===== config.mk =====
export PLATFORM = sky130hd
export DESIGN_NAME = dbgtt_top
export DESIGN_NICKNAME = d
export VERILOG_FILES = /design/src/include/dbgtt_pkg.sv /design/src/core/dbgtt_top.sv
export SDC_FILE = /design/constraint.sdc
export NUM_CORES = 1
export LEC_CHECK = 0
export BUFFER_PORTS_ARGS = -buffer_cell sky130_fd_sc_hd__buf_2
export CAP_MARGIN = 20
export CELL_PAD_IN_SITES_DETAIL_PLACEMENT = 1
export CELL_PAD_IN_SITES_GLOBAL_PLACEMENT = 2
export CORE_AREA = 4 4 220 222
export DETAILED_ROUTE_END_ITERATION = 8
export DIE_AREA = 0 0 224 226
export PLACE_DENSITY = 0.65
export SETUP_SLACK_MARGIN = 0.3
export SLEW_MARGIN = 20
export SYNTH_ARGS = -nofsm -noshare
export SYNTH_HDL_FRONTEND = slang
export SYNTH_SLANG_ARGS = --single-unit
export TNS_END_PERCENT = 50

===== constraint.sdc =====
create_clock -name CLK_I -period 9.3 [get_ports CLK_I]
set_clock_uncertainty 0.2 [all_clocks]
set_input_delay 0.465 -clock CLK_I [delete_from_list [all_inputs] [get_ports CLK_I]]
set_output_delay 0.465 -clock CLK_I [all_outputs]
set_load 0.02 [all_outputs]

===== src/include/dbgtt_pkg.sv =====
// Constants, field layouts and carrier types of the debug trigger and trace unit.
// Assumes one bus clock shared by the CPU, the register port and this unit.
package dbgtt_pkg;

  // Register indices on the 4-bit register port
  localparam logic [3:0] DBGTT_REG_CMPA_HI = 4'h0;
  localparam logic [3:0] DBGTT_REG_CMPA_LO = 4'h1;
  localparam logic [3:0] DBGTT_REG_CMPB_HI = 4'h2;
  localparam logic [3:0] DBGTT_REG_CMPB_LO = 4'h3;
  localparam logic [3:0] DBGTT_REG_FIFO_HI = 4'h4;
  localparam logic [3:0] DBGTT_REG_FIFO_LO = 4'h5;
  localparam logic [3:0] DBGTT_REG_CTRL = 4'h6;
  localparam logic [3:0] DBGTT_REG_TRIG = 4'h7;
  localparam logic [3:0] DBGTT_REG_STAT = 4'h8;

  // Control register fields
  localparam int DBGTT_CTRL_ENABLE = 7;
  localparam int DBGTT_CTRL_ARM = 6;
  localparam int DBGTT_CTRL_TAG = 5;
  localparam int DBGTT_CTRL_BRKEN = 4;
  localparam int DBGTT_CTRL_RWA = 3;
  localparam int DBGTT_CTRL_RW_QUALIFY_A_ENABLE = 2;
  localparam int DBGTT_CTRL_RWB = 1;
  localparam int DBGTT_CTRL_RWBEN = 0;

  // Trigger register fields
  localparam int DBGTT_TRIG_SEL = 7;
  localparam int DBGTT_TRIG_BEGIN = 6;
  localparam int DBGTT_TRIG_MODE_LSB = 0;

  // Status register fields
  localparam int DBGTT_STAT_RUN_ARMED_FLAG = 7;
  localparam int DBGTT_STAT_AF = 6;
  localparam int DBGTT_STAT_BF = 5;
  localparam int DBGTT_STAT_CNT_LSB = 0;

  // Trigger modes
  localparam logic [3:0] DBGTT_MODE_A_ONLY = 4'h0;
  localparam logic [3:0] DBGTT_MODE_A_OR_B = 4'h1;
  localparam logic [3:0] DBGTT_MODE_A_THEN_B = 4'h2;
  localparam logic [3:0] DBGTT_MODE_EVENT_B = 4'h3;
  localparam logic [3:0] DBGTT_MODE_A_THEN_EVENT_B = 4'h4;
  localparam logic [3:0] DBGTT_MODE_A_AND_B_DATA = 4'h5;
  localparam logic [3:0] DBGTT_MODE_A_AND_NOT_B_DATA = 4'h6;
  localparam logic [3:0] DBGTT_MODE_INSIDE = 4'h7;
  localparam logic [3:0] DBGTT_MODE_OUTSIDE = 4'h8;

  // Sizes and timing
  localparam int DBGTT_DEPTH = 8;
  localparam int DBGTT_QDEPTH = 3;
  localparam logic [3:0] DBGTT_FULL_CNT = 4'h8;
  localparam logic [1:0] DBGTT_SKIP_BUS_CYCLES = 2'h2;

  // Reset values
  localparam logic [7:0] DBGTT_RST_BYTE = 8'h00;
  localparam logic [15:0] DBGTT_RST_WORD = 16'h0000;

  typedef enum logic [1:0] {
    DBGTT_COF_COND_TAKEN = 2'h0,
    DBGTT_COF_BRA_BRN = 2'h1,
    DBGTT_COF_INDIRECT = 2'h2,
    DBGTT_COF_DEST = 2'h3
  } dbgtt_cof_kind_t;

  typedef struct packed {
    logic valid;
    dbgtt_cof_kind_t kind;
    logic [15:0] op_addr;
    logic [15:0] dest_addr;
    logic [15:0] hx;
  } dbgtt_cof_t;

  typedef struct packed {
    logic valid;
    logic rw;
    logic opfetch;
    logic bdc;
    logic [15:0] addr;
    logic [7:0] wdata;
    logic [7:0] rdata;
  } dbgtt_bus_t;

  typedef enum logic [2:0] {
    DBGTT_ST_IDLE = 3'b001,
    DBGTT_ST_PRE = 3'b010,
    DBGTT_ST_STORE = 3'b100
  } dbgtt_state_t;

endpackage : dbgtt_pkg


===== src/core/dbgtt_top.sv =====
// Debug trigger and trace unit: comparators, opcode trackers, trace FIFO, break requests.
// Assumes CPU bus, change-of-flow and queue signals are on CLK_I; register port same clock.
`timescale 1ns/10ps
`default_nettype none

// Overview of operation
// - Two 16-bit comparators, optional R/W qualify each
// - Opcode tracking triggers only on executed opcodes
// - Comparators support inside and outside ranges
// - Background controller accesses never cause matches
// - A compares address; B address or data
// - Data compare uses write bus if write-qualified
// - Match breaks, stores data, begins or ends trace
// - Eight-entry FIFO read in stored order
// - Status reports FIFO valid word count
// - Reading FIFO low byte shifts the FIFO
// - Event modes store data byte, high unused
// - Begin trace skips trigger and next two bus cycles' flow
// - End trace keeps trigger flow entry last
// - Disarmed low-byte read pushes last opcode address
// - Taken conditional branch stores opcode address
// - Indirect jump or call stores index address
// - Interrupt and returns store destination address
// - Tag request marks fetched opcode
// - Force request held until CPU break acknowledge
// - Separate opcode tracker per comparator
// - Arm write sets armed, clears flags, count
// - Runs end on full, trigger, or disarm
module dbgtt_top
  import dbgtt_pkg::*;
(
  input wire logic CLK_I,
  input wire logic RST_I,
  input wire logic [3:0] REG_ADDR_I,
  input wire logic [7:0] REG_WDATA_I,
  input wire logic REG_WR_I,
  input wire logic REG_RD_I,
  output logic [7:0] REG_RDATA_O,
  input wire dbgtt_pkg::dbgtt_bus_t CPU_BUS_I,
  input wire dbgtt_pkg::dbgtt_cof_t CPU_COF_I,
  input wire logic CPU_OP_EXEC_I,
  input wire logic CPU_Q_FLUSH_I,
  input wire logic CPU_BRK_ACK_I,
  output logic BRK_TAG_O,
  output logic BRK_FORCE_O
);
  import dbgtt_pkg::*;

  logic [15:0] cmpa_reg, cmpb_reg;
  logic [7:0] ctrl_reg, trig_reg, rdata_reg;
  logic af_reg, bf_reg, a_seen_reg, force_reg;
  logic [3:0] cnt_reg, cnt_next;
  logic [1:0] skip_reg;
  logic [15:0] last_fetch_reg;
  logic [15:0] fifo_reg [DBGTT_DEPTH];
  dbgtt_state_t st_reg, st_next;

  // Register port decode
  logic wr_ctrl, rd_lo, start_run, stop_run;
  assign wr_ctrl = REG_WR_I && (REG_ADDR_I == DBGTT_REG_CTRL);
  assign rd_lo = REG_RD_I && (REG_ADDR_I == DBGTT_REG_FIFO_LO);
  assign start_run = wr_ctrl && REG_WDATA_I[DBGTT_CTRL_ARM] && REG_WDATA_I[DBGTT_CTRL_ENABLE];
  assign stop_run = wr_ctrl && !start_run;

  logic [3:0] mode;
  logic is_event, begin_type, armed;
  assign mode = trig_reg[DBGTT_TRIG_MODE_LSB +: 4];
  assign is_event = (mode == DBGTT_MODE_EVENT_B) || (mode == DBGTT_MODE_A_THEN_EVENT_B);
  // Event-only runs are always begin type
  assign begin_type = trig_reg[DBGTT_TRIG_BEGIN] || is_event;
  assign armed = (st_reg != DBGTT_ST_IDLE);

  // Comparators
  logic live, qa, qb, a_eq, b_eq, a_lt, b_gt, d_eq;
  logic [7:0] data_sel;
  assign live = CPU_BUS_I.valid && !CPU_BUS_I.bdc && ctrl_reg[DBGTT_CTRL_ENABLE];
  assign qa = !ctrl_reg[DBGTT_CTRL_RW_QUALIFY_A_ENABLE] || (CPU_BUS_I.rw == ctrl_reg[DBGTT_CTRL_RWA]);
  assign qb = !ctrl_reg[DBGTT_CTRL_RWBEN] || (CPU_BUS_I.rw == ctrl_reg[DBGTT_CTRL_RWB]);
  assign data_sel = (ctrl_reg[DBGTT_CTRL_RW_QUALIFY_A_ENABLE] && !ctrl_reg[DBGTT_CTRL_RWA]) ?
                    CPU_BUS_I.wdata : CPU_BUS_I.rdata;
  assign a_eq = (CPU_BUS_I.addr == cmpa_reg);
  assign b_eq = (CPU_BUS_I.addr == cmpb_reg);
  assign a_lt = (CPU_BUS_I.addr < cmpa_reg);
  assign b_gt = (CPU_BUS_I.addr > cmpb_reg);
  assign d_eq = (data_sel == cmpb_reg[7:0]);

  // Channel conditions; range and full modes fold everything into channel A
  logic [1:0] chan_raw, chan_trk, chan_q;
  logic tag_cond;
  always_comb begin
    chan_raw = 2'b00;
    unique case (mode)
      DBGTT_MODE_A_AND_B_DATA: chan_raw[0] = a_eq && qa && d_eq;
      DBGTT_MODE_A_AND_NOT_B_DATA: chan_raw[0] = a_eq && qa && !d_eq;
      DBGTT_MODE_INSIDE: chan_raw[0] = !a_lt && !b_gt && qa;
      DBGTT_MODE_OUTSIDE: chan_raw[0] = (a_lt || b_gt) && qa;
      default: begin
        chan_raw[0] = a_eq && qa;
        chan_raw[1] = b_eq && qb;
      end
    endcase
    if (!live) begin
      chan_raw = 2'b00;
    end
  end

  // Opcode trackers mirror the instruction queue, one per comparator
  genvar g;
  generate
    for (g = 0; g < 2; g++) begin : g_trk
      logic [DBGTT_QDEPTH-1:0] tq_reg, tq_next;
      logic [1:0] tn_reg, tn_next;
      logic push, pop;
      assign push = CPU_BUS_I.valid && CPU_BUS_I.opfetch && (tn_reg < 2'(DBGTT_QDEPTH) || pop);
      assign pop = CPU_OP_EXEC_I && (tn_reg != 2'h0);
      always_comb begin
        tq_next = tq_reg;
        tn_next = tn_reg;
        if (pop) begin
          tq_next = tq_reg >> 1;
          tn_next = tn_reg - 2'h1;
        end
        if (push) begin
          tq_next[tn_next] = chan_raw[g];
          tn_next = tn_next + 2'h1;
        end
      end
      always_ff @(posedge CLK_I or posedge RST_I) begin
        if (RST_I) begin
          tq_reg <= '0;
          tn_reg <= 2'h0;
        end else if (CPU_Q_FLUSH_I) begin
          tq_reg <= '0;
          tn_reg <= 2'h0;
        end else begin
          tq_reg <= tq_next;
          tn_reg <= tn_next;
        end
      end
      assign chan_trk[g] = pop && tq_reg[0] && ctrl_reg[DBGTT_CTRL_ENABLE];
    end
  endgenerate

  assign chan_q = trig_reg[DBGTT_TRIG_SEL] ? chan_trk : chan_raw;

  // Trigger combination; the untracked copy feeds tag requests at fetch time
  logic trig, trig_raw;
  always_comb begin
    unique case (mode)
      DBGTT_MODE_A_OR_B: begin
        trig = chan_q[0] || chan_q[1];
        trig_raw = chan_raw[0] || chan_raw[1];
      end
      DBGTT_MODE_A_THEN_B,
      DBGTT_MODE_A_THEN_EVENT_B: begin
        trig = a_seen_reg && chan_q[1];
        trig_raw = a_seen_reg && chan_raw[1];
      end
      DBGTT_MODE_EVENT_B: begin
        trig = chan_q[1];
        trig_raw = chan_raw[1];
      end
      default: begin
        trig = chan_q[0];
        trig_raw = chan_raw[0];
      end
    endcase
  end
  // Full modes ignore the data match for tag requests
  assign tag_cond = ((mode == DBGTT_MODE_A_AND_B_DATA) || (mode == DBGTT_MODE_A_AND_NOT_B_DATA)) ?
                    (a_eq && qa && live) : trig_raw;

  // Change-of-flow address selection
  logic cof_ok;
  logic [15:0] cof_addr;
  always_comb begin
    cof_ok = CPU_COF_I.valid;
    unique case (CPU_COF_I.kind)
      DBGTT_COF_COND_TAKEN: cof_addr = CPU_COF_I.op_addr;
      DBGTT_COF_INDIRECT: cof_addr = CPU_COF_I.hx;
      DBGTT_COF_DEST: cof_addr = CPU_COF_I.dest_addr;
      DBGTT_COF_BRA_BRN: begin
        cof_addr = DBGTT_RST_WORD;
        cof_ok = 1'b0;
      end
    endcase
  end

  // Storage decision and run sequencing
  logic store, prof_push, push, shift;
  logic [15:0] push_data;
  always_comb begin
    st_next = st_reg;
    store = 1'b0;
    push_data = cof_addr;
    unique case (st_reg)
      DBGTT_ST_IDLE: ;
      DBGTT_ST_PRE: begin
        if (is_event) begin
          store = trig;
          push_data = {8'h00, data_sel};
        end else if (begin_type) begin
          if (trig) begin
            st_next = DBGTT_ST_STORE;
          end
        end else begin
          store = cof_ok;
          if (trig) begin
            st_next = DBGTT_ST_IDLE;
          end
        end
      end
      DBGTT_ST_STORE: store = cof_ok && (skip_reg == 2'h0);
      default: st_next = DBGTT_ST_IDLE;
    endcase
    if (begin_type && store && (cnt_reg == DBGTT_FULL_CNT - 4'h1)) begin
      st_next = DBGTT_ST_IDLE;
    end
    if (stop_run) begin
      st_next = DBGTT_ST_IDLE;
    end
    if (start_run) begin
      st_next = DBGTT_ST_PRE;
    end
  end

  assign prof_push = rd_lo && !armed;
  assign push = store || prof_push;
  assign shift = push || rd_lo;

  always_comb begin
    cnt_next = cnt_reg;
    if (start_run) begin
      cnt_next = 4'h0;
    end else if (push) begin
      if (cnt_reg != DBGTT_FULL_CNT) begin
        cnt_next = cnt_reg + 4'h1;
      end
    end else if (rd_lo && (cnt_reg != 4'h0)) begin
      cnt_next = cnt_reg - 4'h1;
    end
  end

  always_ff @(posedge CLK_I or posedge RST_I) begin
    if (RST_I) begin
      st_reg <= DBGTT_ST_IDLE;
      cnt_reg <= 4'h0;
    end else begin
      st_reg <= st_next;
      cnt_reg <= cnt_next;
    end
  end

  // Pipeline blanking after a begin trigger counts bus cycles
  always_ff @(posedge CLK_I or posedge RST_I) begin
    if (RST_I) begin
      skip_reg <= 2'h0;
    end else if (st_reg == DBGTT_ST_PRE && st_next == DBGTT_ST_STORE) begin
      skip_reg <= DBGTT_SKIP_BUS_CYCLES;
    end else if (CPU_BUS_I.valid && skip_reg != 2'h0) begin
      skip_reg <= skip_reg - 2'h1;
    end
  end

  // Trace FIFO: enters at 0, leaves at the top; oldest is dropped when full
  generate
    for (g = 0; g < DBGTT_DEPTH; g++) begin : g_fifo
      always_ff @(posedge CLK_I or posedge RST_I) begin
        if (RST_I) begin
          fifo_reg[g] <= DBGTT_RST_WORD;
        end else if (shift) begin
          if (g == 0) begin
            fifo_reg[g] <= push ? (store ? push_data : last_fetch_reg) : DBGTT_RST_WORD;
          end else begin
            fifo_reg[g] <= fifo_reg[g-1];
          end
        end
      end
    end
  endgenerate

  always_ff @(posedge CLK_I or posedge RST_I) begin
    if (RST_I) begin
      last_fetch_reg <= DBGTT_RST_WORD;
    end else if (CPU_BUS_I.valid && CPU_BUS_I.opfetch && !CPU_BUS_I.bdc) begin
      last_fetch_reg <= CPU_BUS_I.addr;
    end
  end

  // Match flags and sequence latch; hardware set beats the arm clear
  always_ff @(posedge CLK_I or posedge RST_I) begin
    if (RST_I) begin
      af_reg <= 1'b0;
      bf_reg <= 1'b0;
      a_seen_reg <= 1'b0;
    end else begin
      af_reg <= (armed && chan_q[0]) || (af_reg && !start_run);
      bf_reg <= (armed && chan_q[1]) || (bf_reg && !start_run);
      a_seen_reg <= (armed && chan_q[0]) || (a_seen_reg && !start_run);
    end
  end

  // Break requests
  logic brk_en;
  assign brk_en = armed && ctrl_reg[DBGTT_CTRL_BRKEN];
  assign BRK_TAG_O = brk_en && ctrl_reg[DBGTT_CTRL_TAG] && CPU_BUS_I.opfetch && tag_cond;
  always_ff @(posedge CLK_I or posedge RST_I) begin
    if (RST_I) begin
      force_reg <= 1'b0;
    end else begin
      force_reg <= (brk_en && !ctrl_reg[DBGTT_CTRL_TAG] && trig) ||
                   (force_reg && !CPU_BRK_ACK_I);
    end
  end
  assign BRK_FORCE_O = force_reg;

  // Register writes
  always_ff @(posedge CLK_I or posedge RST_I) begin
    if (RST_I) begin
      cmpa_reg <= DBGTT_RST_WORD;
      cmpb_reg <= DBGTT_RST_WORD;
      ctrl_reg <= DBGTT_RST_BYTE;
      trig_reg <= DBGTT_RST_BYTE;
    end else if (REG_WR_I) begin
      unique case (REG_ADDR_I)
        DBGTT_REG_CMPA_HI: cmpa_reg[15:8] <= REG_WDATA_I;
        DBGTT_REG_CMPA_LO: cmpa_reg[7:0] <= REG_WDATA_I;
        DBGTT_REG_CMPB_HI: cmpb_reg[15:8] <= REG_WDATA_I;
        DBGTT_REG_CMPB_LO: cmpb_reg[7:0] <= REG_WDATA_I;
        DBGTT_REG_CTRL: ctrl_reg <= REG_WDATA_I;
        DBGTT_REG_TRIG: trig_reg <= REG_WDATA_I;
        default: ;
      endcase
    end
  end

  // Read data, one cycle after the strobe
  logic [7:0] rd_next;
  always_comb begin
    rd_next = 8'h00;
    unique case (REG_ADDR_I)
      DBGTT_REG_CMPA_HI: rd_next = cmpa_reg[15:8];
      DBGTT_REG_CMPA_LO: rd_next = cmpa_reg[7:0];
      DBGTT_REG_CMPB_HI: rd_next = cmpb_reg[15:8];
      DBGTT_REG_CMPB_LO: rd_next = cmpb_reg[7:0];
      DBGTT_REG_FIFO_HI: rd_next = is_event ? 8'h00 : fifo_reg[DBGTT_DEPTH-1][15:8];
      DBGTT_REG_FIFO_LO: rd_next = fifo_reg[DBGTT_DEPTH-1][7:0];
      DBGTT_REG_CTRL: begin
        rd_next = ctrl_reg;
        rd_next[DBGTT_CTRL_ARM] = armed;
      end
      DBGTT_REG_TRIG: rd_next = trig_reg;
      DBGTT_REG_STAT: begin
        rd_next[DBGTT_STAT_RUN_ARMED_FLAG] = armed;
        rd_next[DBGTT_STAT_AF] = af_reg;
        rd_next[DBGTT_STAT_BF] = bf_reg;
        rd_next[DBGTT_STAT_CNT_LSB +: 4] = cnt_reg;
      end
      default: rd_next = 8'h00;
    endcase
  end
  always_ff @(posedge CLK_I or posedge RST_I) begin
    if (RST_I) begin
      rdata_reg <= DBGTT_RST_BYTE;
    end else if (REG_RD_I) begin
      rdata_reg <= rd_next;
    end
  end
  assign REG_RDATA_O = rdata_reg;

  property p_arm_start;
    @(posedge CLK_I) disable iff (RST_I) start_run |=> armed && cnt_reg == 4'h0;
  endproperty
  a_arm_start: assert property (p_arm_start) else $error("arm write did not start clean run");

  property p_stop;
    @(posedge CLK_I) disable iff (RST_I) stop_run |=> !armed && !BRK_TAG_O;
  endproperty
  a_stop: assert property (p_stop) else $error("disarm write did not stop run");

  property p_begin_full;
    @(posedge CLK_I) disable iff (RST_I)
      (st_reg == DBGTT_ST_STORE && store && cnt_reg == 4'h7 && !REG_WR_I) |=> !armed;
  endproperty
  a_begin_full: assert property (p_begin_full) else $error("begin run kept going when full");

  property p_bdc_quiet;
    @(posedge CLK_I) disable iff (RST_I) CPU_BUS_I.bdc |-> chan_raw == 2'b00;
  endproperty
  a_bdc_quiet: assert property (p_bdc_quiet) else $error("match during background access");

  property p_force;
    @(posedge CLK_I) disable iff (RST_I)
      (brk_en && !ctrl_reg[DBGTT_CTRL_TAG] && trig) |=>
        BRK_FORCE_O ##1 (BRK_FORCE_O || $past(CPU_BRK_ACK_I));
  endproperty
  a_force: assert property (p_force) else $error("force request dropped before ack");

  property p_skip;
    @(posedge CLK_I) disable iff (RST_I)
      (st_reg == DBGTT_ST_PRE && st_next == DBGTT_ST_STORE && !REG_WR_I) |=>
        !store ##1 (skip_reg < 2'h2 || !$past(CPU_BUS_I.valid));
  endproperty
  a_skip: assert property (p_skip) else $error("flow stored inside blanking window");

  property p_profile;
    @(posedge CLK_I) disable iff (RST_I)
      (prof_push && !REG_WR_I) |=> fifo_reg[0] == $past(last_fetch_reg) && !armed;
  endproperty
  a_profile: assert property (p_profile) else $error("profiling read did not push fetch address");

  property p_read_shift;
    @(posedge CLK_I) disable iff (RST_I)
      rd_lo |=> fifo_reg[DBGTT_DEPTH-1] == $past(fifo_reg[DBGTT_DEPTH-2]);
  endproperty
  a_read_shift: assert property (p_read_shift) else $error("low byte read did not shift");

endmodule : dbgtt_top
`default_nettype wire


==> run metrics <==
dpl hpwl=approximately 27 mm; PortBufs=115; setup TNS=0 ns; Worst-Margin Slew=0.924 ns; RSZ-0062 raised after global routing=false; drt first-iter violations=574; Yosys warning count=0; max capacitance violation total=0; Register-to-Register Setup Slack=a little over 5 ns; pwr/cell area=roughly 210 nW/um^2; initial antenna violation count=3; DRC viols=0; multiplexer share of the synthesized area=0.196; Vias/cell=4.80; met3 Use GR=0.0231; Mapped Cells=between 1000 and 1500; register area=roughly 5600 sq um; Final WS setup=roughly 4.4 ns; Antenna Nets Post-Route=0; switching power=about 0.0009 W; Setup CP Type=in -> out; final wirelength=35.7 mm; Yosys top cell area share=0.482; compound-cell area share of the yosys netlist=0.114; max-slew violations=0; GP Congestion=approximately 0.82; I/O pin count=roughly 120; LEAKAGE=~6.4 nW; Root Driver=clkbuf_16; height of the die=226 um; GRT met1 Usage=0.199; first-pass GRT wire length=around 55 mm; largest net degree at the start of global routing=between 90 and 100; number of fill cells=roughly 5100; critical path required time=between 8 and 9 ns; GRT Residual Overflow=0; detailed-route wire length per cell=20.5 um; Synth Area in XOR/XNOR=0.0191; busiest grt layer=met2; setup violators final=0; sequential share of the synthesized area=0.484; Worst slew margin=0.384; Nets=about 1300; fin util=0.293; via count=8344; Net Sw Frac=0.312; die area=50600 sq um; Worst setup EP type=output port; Hold/Removal Path Class=in -> reg; max FFs per register=128; syn avg cell area=between 10 and 15 sq um; critical path peak fanout=4; Max clock buf depth=3; dpl cells=~1700; Simple-Gate Fraction of Synth Area=0.0949; post-route clock period utilization=0.530; Internal Pwr Total=around 0.002 W; multi-input combinational cell area=5460 sq um; main flop type after synthesis=dfrtp_1; core area=approximately 46000 sq um; largest family of logic cells by synthesized area=multiplexers; Non-Filler Instances=roughly 1700; clk slew on worst S/H paths=0.06 ns; worst hold slack=~0.014 ns; pre-CTS WS=4.79 ns; Final Hold Fails=0; met2 GRT Util=0.231; Seq pwr share=0.438; GRT Resource Usage Total=0.141; count leader, synth=dfrtp_1; Final min period=between 4 and 5 ns; VDD IR max=around 0.12 mV; ranking of synthesized cells by area=dfrtp_1 (48%), mux2_2 (13%), ha_1 (4.9%); Clock power frac=0.344; Mapped Nets=1156; CTS Buf Count=24; Worst Setup Start Kind=primary input; Pre-antenna DRT Iters=7; mapped cell area=around 11000 sq um; clk_lat worst skew=0.55 ns; Synth cell types=78; Highest Clock Rate=between 200 and 250 MHz; vias in the first global route=~8900; FF+latch count, synth=between 200 and 250; TritonCTS clock tree=yes; Sink Count=222; Die X=224 um; area grow syn2layout=18.2%; data arrival time at the worst-slack endpoint=4.27 ns; fraction of registers with async set/reset=1.00; Logic pwr share=0.218; FP Rows=79; status=finished clean; Post-synth EDFFs=0; H-Tree Depth=1; layout cells sized above 1=0.283; adder-cell area share of the yosys netlist=0.0517; # resized after CTS=0; Initial Util=0.248; commonest cells in the netlist=dfrtp_1 (221), mux2_2 (137), nand2_1 (73); Synth area leader=dfrtp_1
metal layers:
layer  part of all wire  wire (um)  up-vias
met5                  0          0        -
met4              0.018        653        0
met3              0.044       1560       41
met2               0.47      16800      151
met1               0.47      16700     4282
li1                   -          -     3870
critical path, cell delays in order:
cell and delay, ns:
dlygate4sd3_1 0.55, buf_2 0.15, ha_1 0.33, nand4_1 0.26, nor4_1 0.57, nand3_1 0.15, a2111oi_0 0.35, nor3b_1 0.12
a31oi_1 0.49, a2bb2oi_1 0.15, nor4_1 0.42, buf_2 0.26
worst paths after layout:
check	startpoint	depth (start not counted)	end
min in group asynchronous	RST_I	3	fifo_reg[76]$_DFFE_PP0P_
max	CPU_BUS_I[31]	12	BRK_TAG_O
max reg2reg	cmpb_reg[3]$_DFFE_PP0P_	13	cnt_reg[3]$_DFFE_PP0P_
max in group asynchronous	RST_I	4	trig_reg[3]$_DFFE_PP0P_
min	CPU_BUS_I[23]	2	last_fetch_reg[7]$_DFFE_PP0P_
min reg2reg	fifo_reg[57]$_DFFE_PP0P_	1	fifo_reg[41]$_DFFE_PP0P_
power by group through the flow:
stage                     Clock, W  Combinational (W)  Sequential (W)
after detailed placement         0           0.000621         0.00126
after CTS                  0.00100           0.000628         0.00124
final                     0.000974           0.000618         0.00124
after global placement           0           0.000603         0.00125
after global routing       0.00105           0.000703         0.00126
after floorplan                  0           0.000462         0.00119
kinds of logic (layout without fill, tap and decap cells):
logic type	count (synthesis)	count (layout)
and+or+nand+nor	218	218
DFF	222	222
other	0	1
adders and majority gates	47	47
muxes	198	198
xor gates and xnor gates	25	25
buffers and inverters	111	238
AOI/OAI and AO/OA	183	183
cells in the final DEF (no fill, tap or decap), types with 6 or more instances in the layout:
cell type / n
nor3_1: 6
dfrtp_1: 221
o21ai_0: 27
o31ai_1: 6
mux2_2: 137
mux2_1: 48
nand2_1: 73
a221oi_1: 14
xor2_1: 19
buf_2: 115
nor2b_1: 8
mux2i_1: 10
xnor2_1: 6
dlygate4sd3_1: 10
nand2b_1: 7
a31oi_1: 25
inv_1: 59
nand4_1: 12
nor2_1: 50
nor4_1: 6
clkbuf_16: 24
o211ai_1: 7
buf_4: 11
nand3_1: 26
a221o_1: 7
a21oi_1: 36
o22ai_1: 10
a22oi_1: 9
ha_1: 45
per-stage QoR:
stage / total power [W] / instance area (sq um)
final: 0.00283 / 13600
after global routing: 0.00301 / 13600
after CTS: 0.00287 / 13600
after detailed placement: 0.00188 / 12700
after global placement: 0.00186 / 12700
after floorplan: 0.00165 / 11500
final cells by class:
cell class	instances	area share
Sequential cell	222	0.410
Antenna cell	1	0.000184
Inverter	60	0.0172
Timing Repair Buffer	136	0.0559
Clock inverter	9	0.00802
Clock buffer	33	0.0505
Tap cell	607	0.0560
Multi-Input combinational cell	671	0.403
repair_timing:
action	4_1_cts	5_1_grt
setup buffers	0	0
hold buffers	10	0
endpoints found under the hold margin	98	0
(Power assumes the default switching activity.)
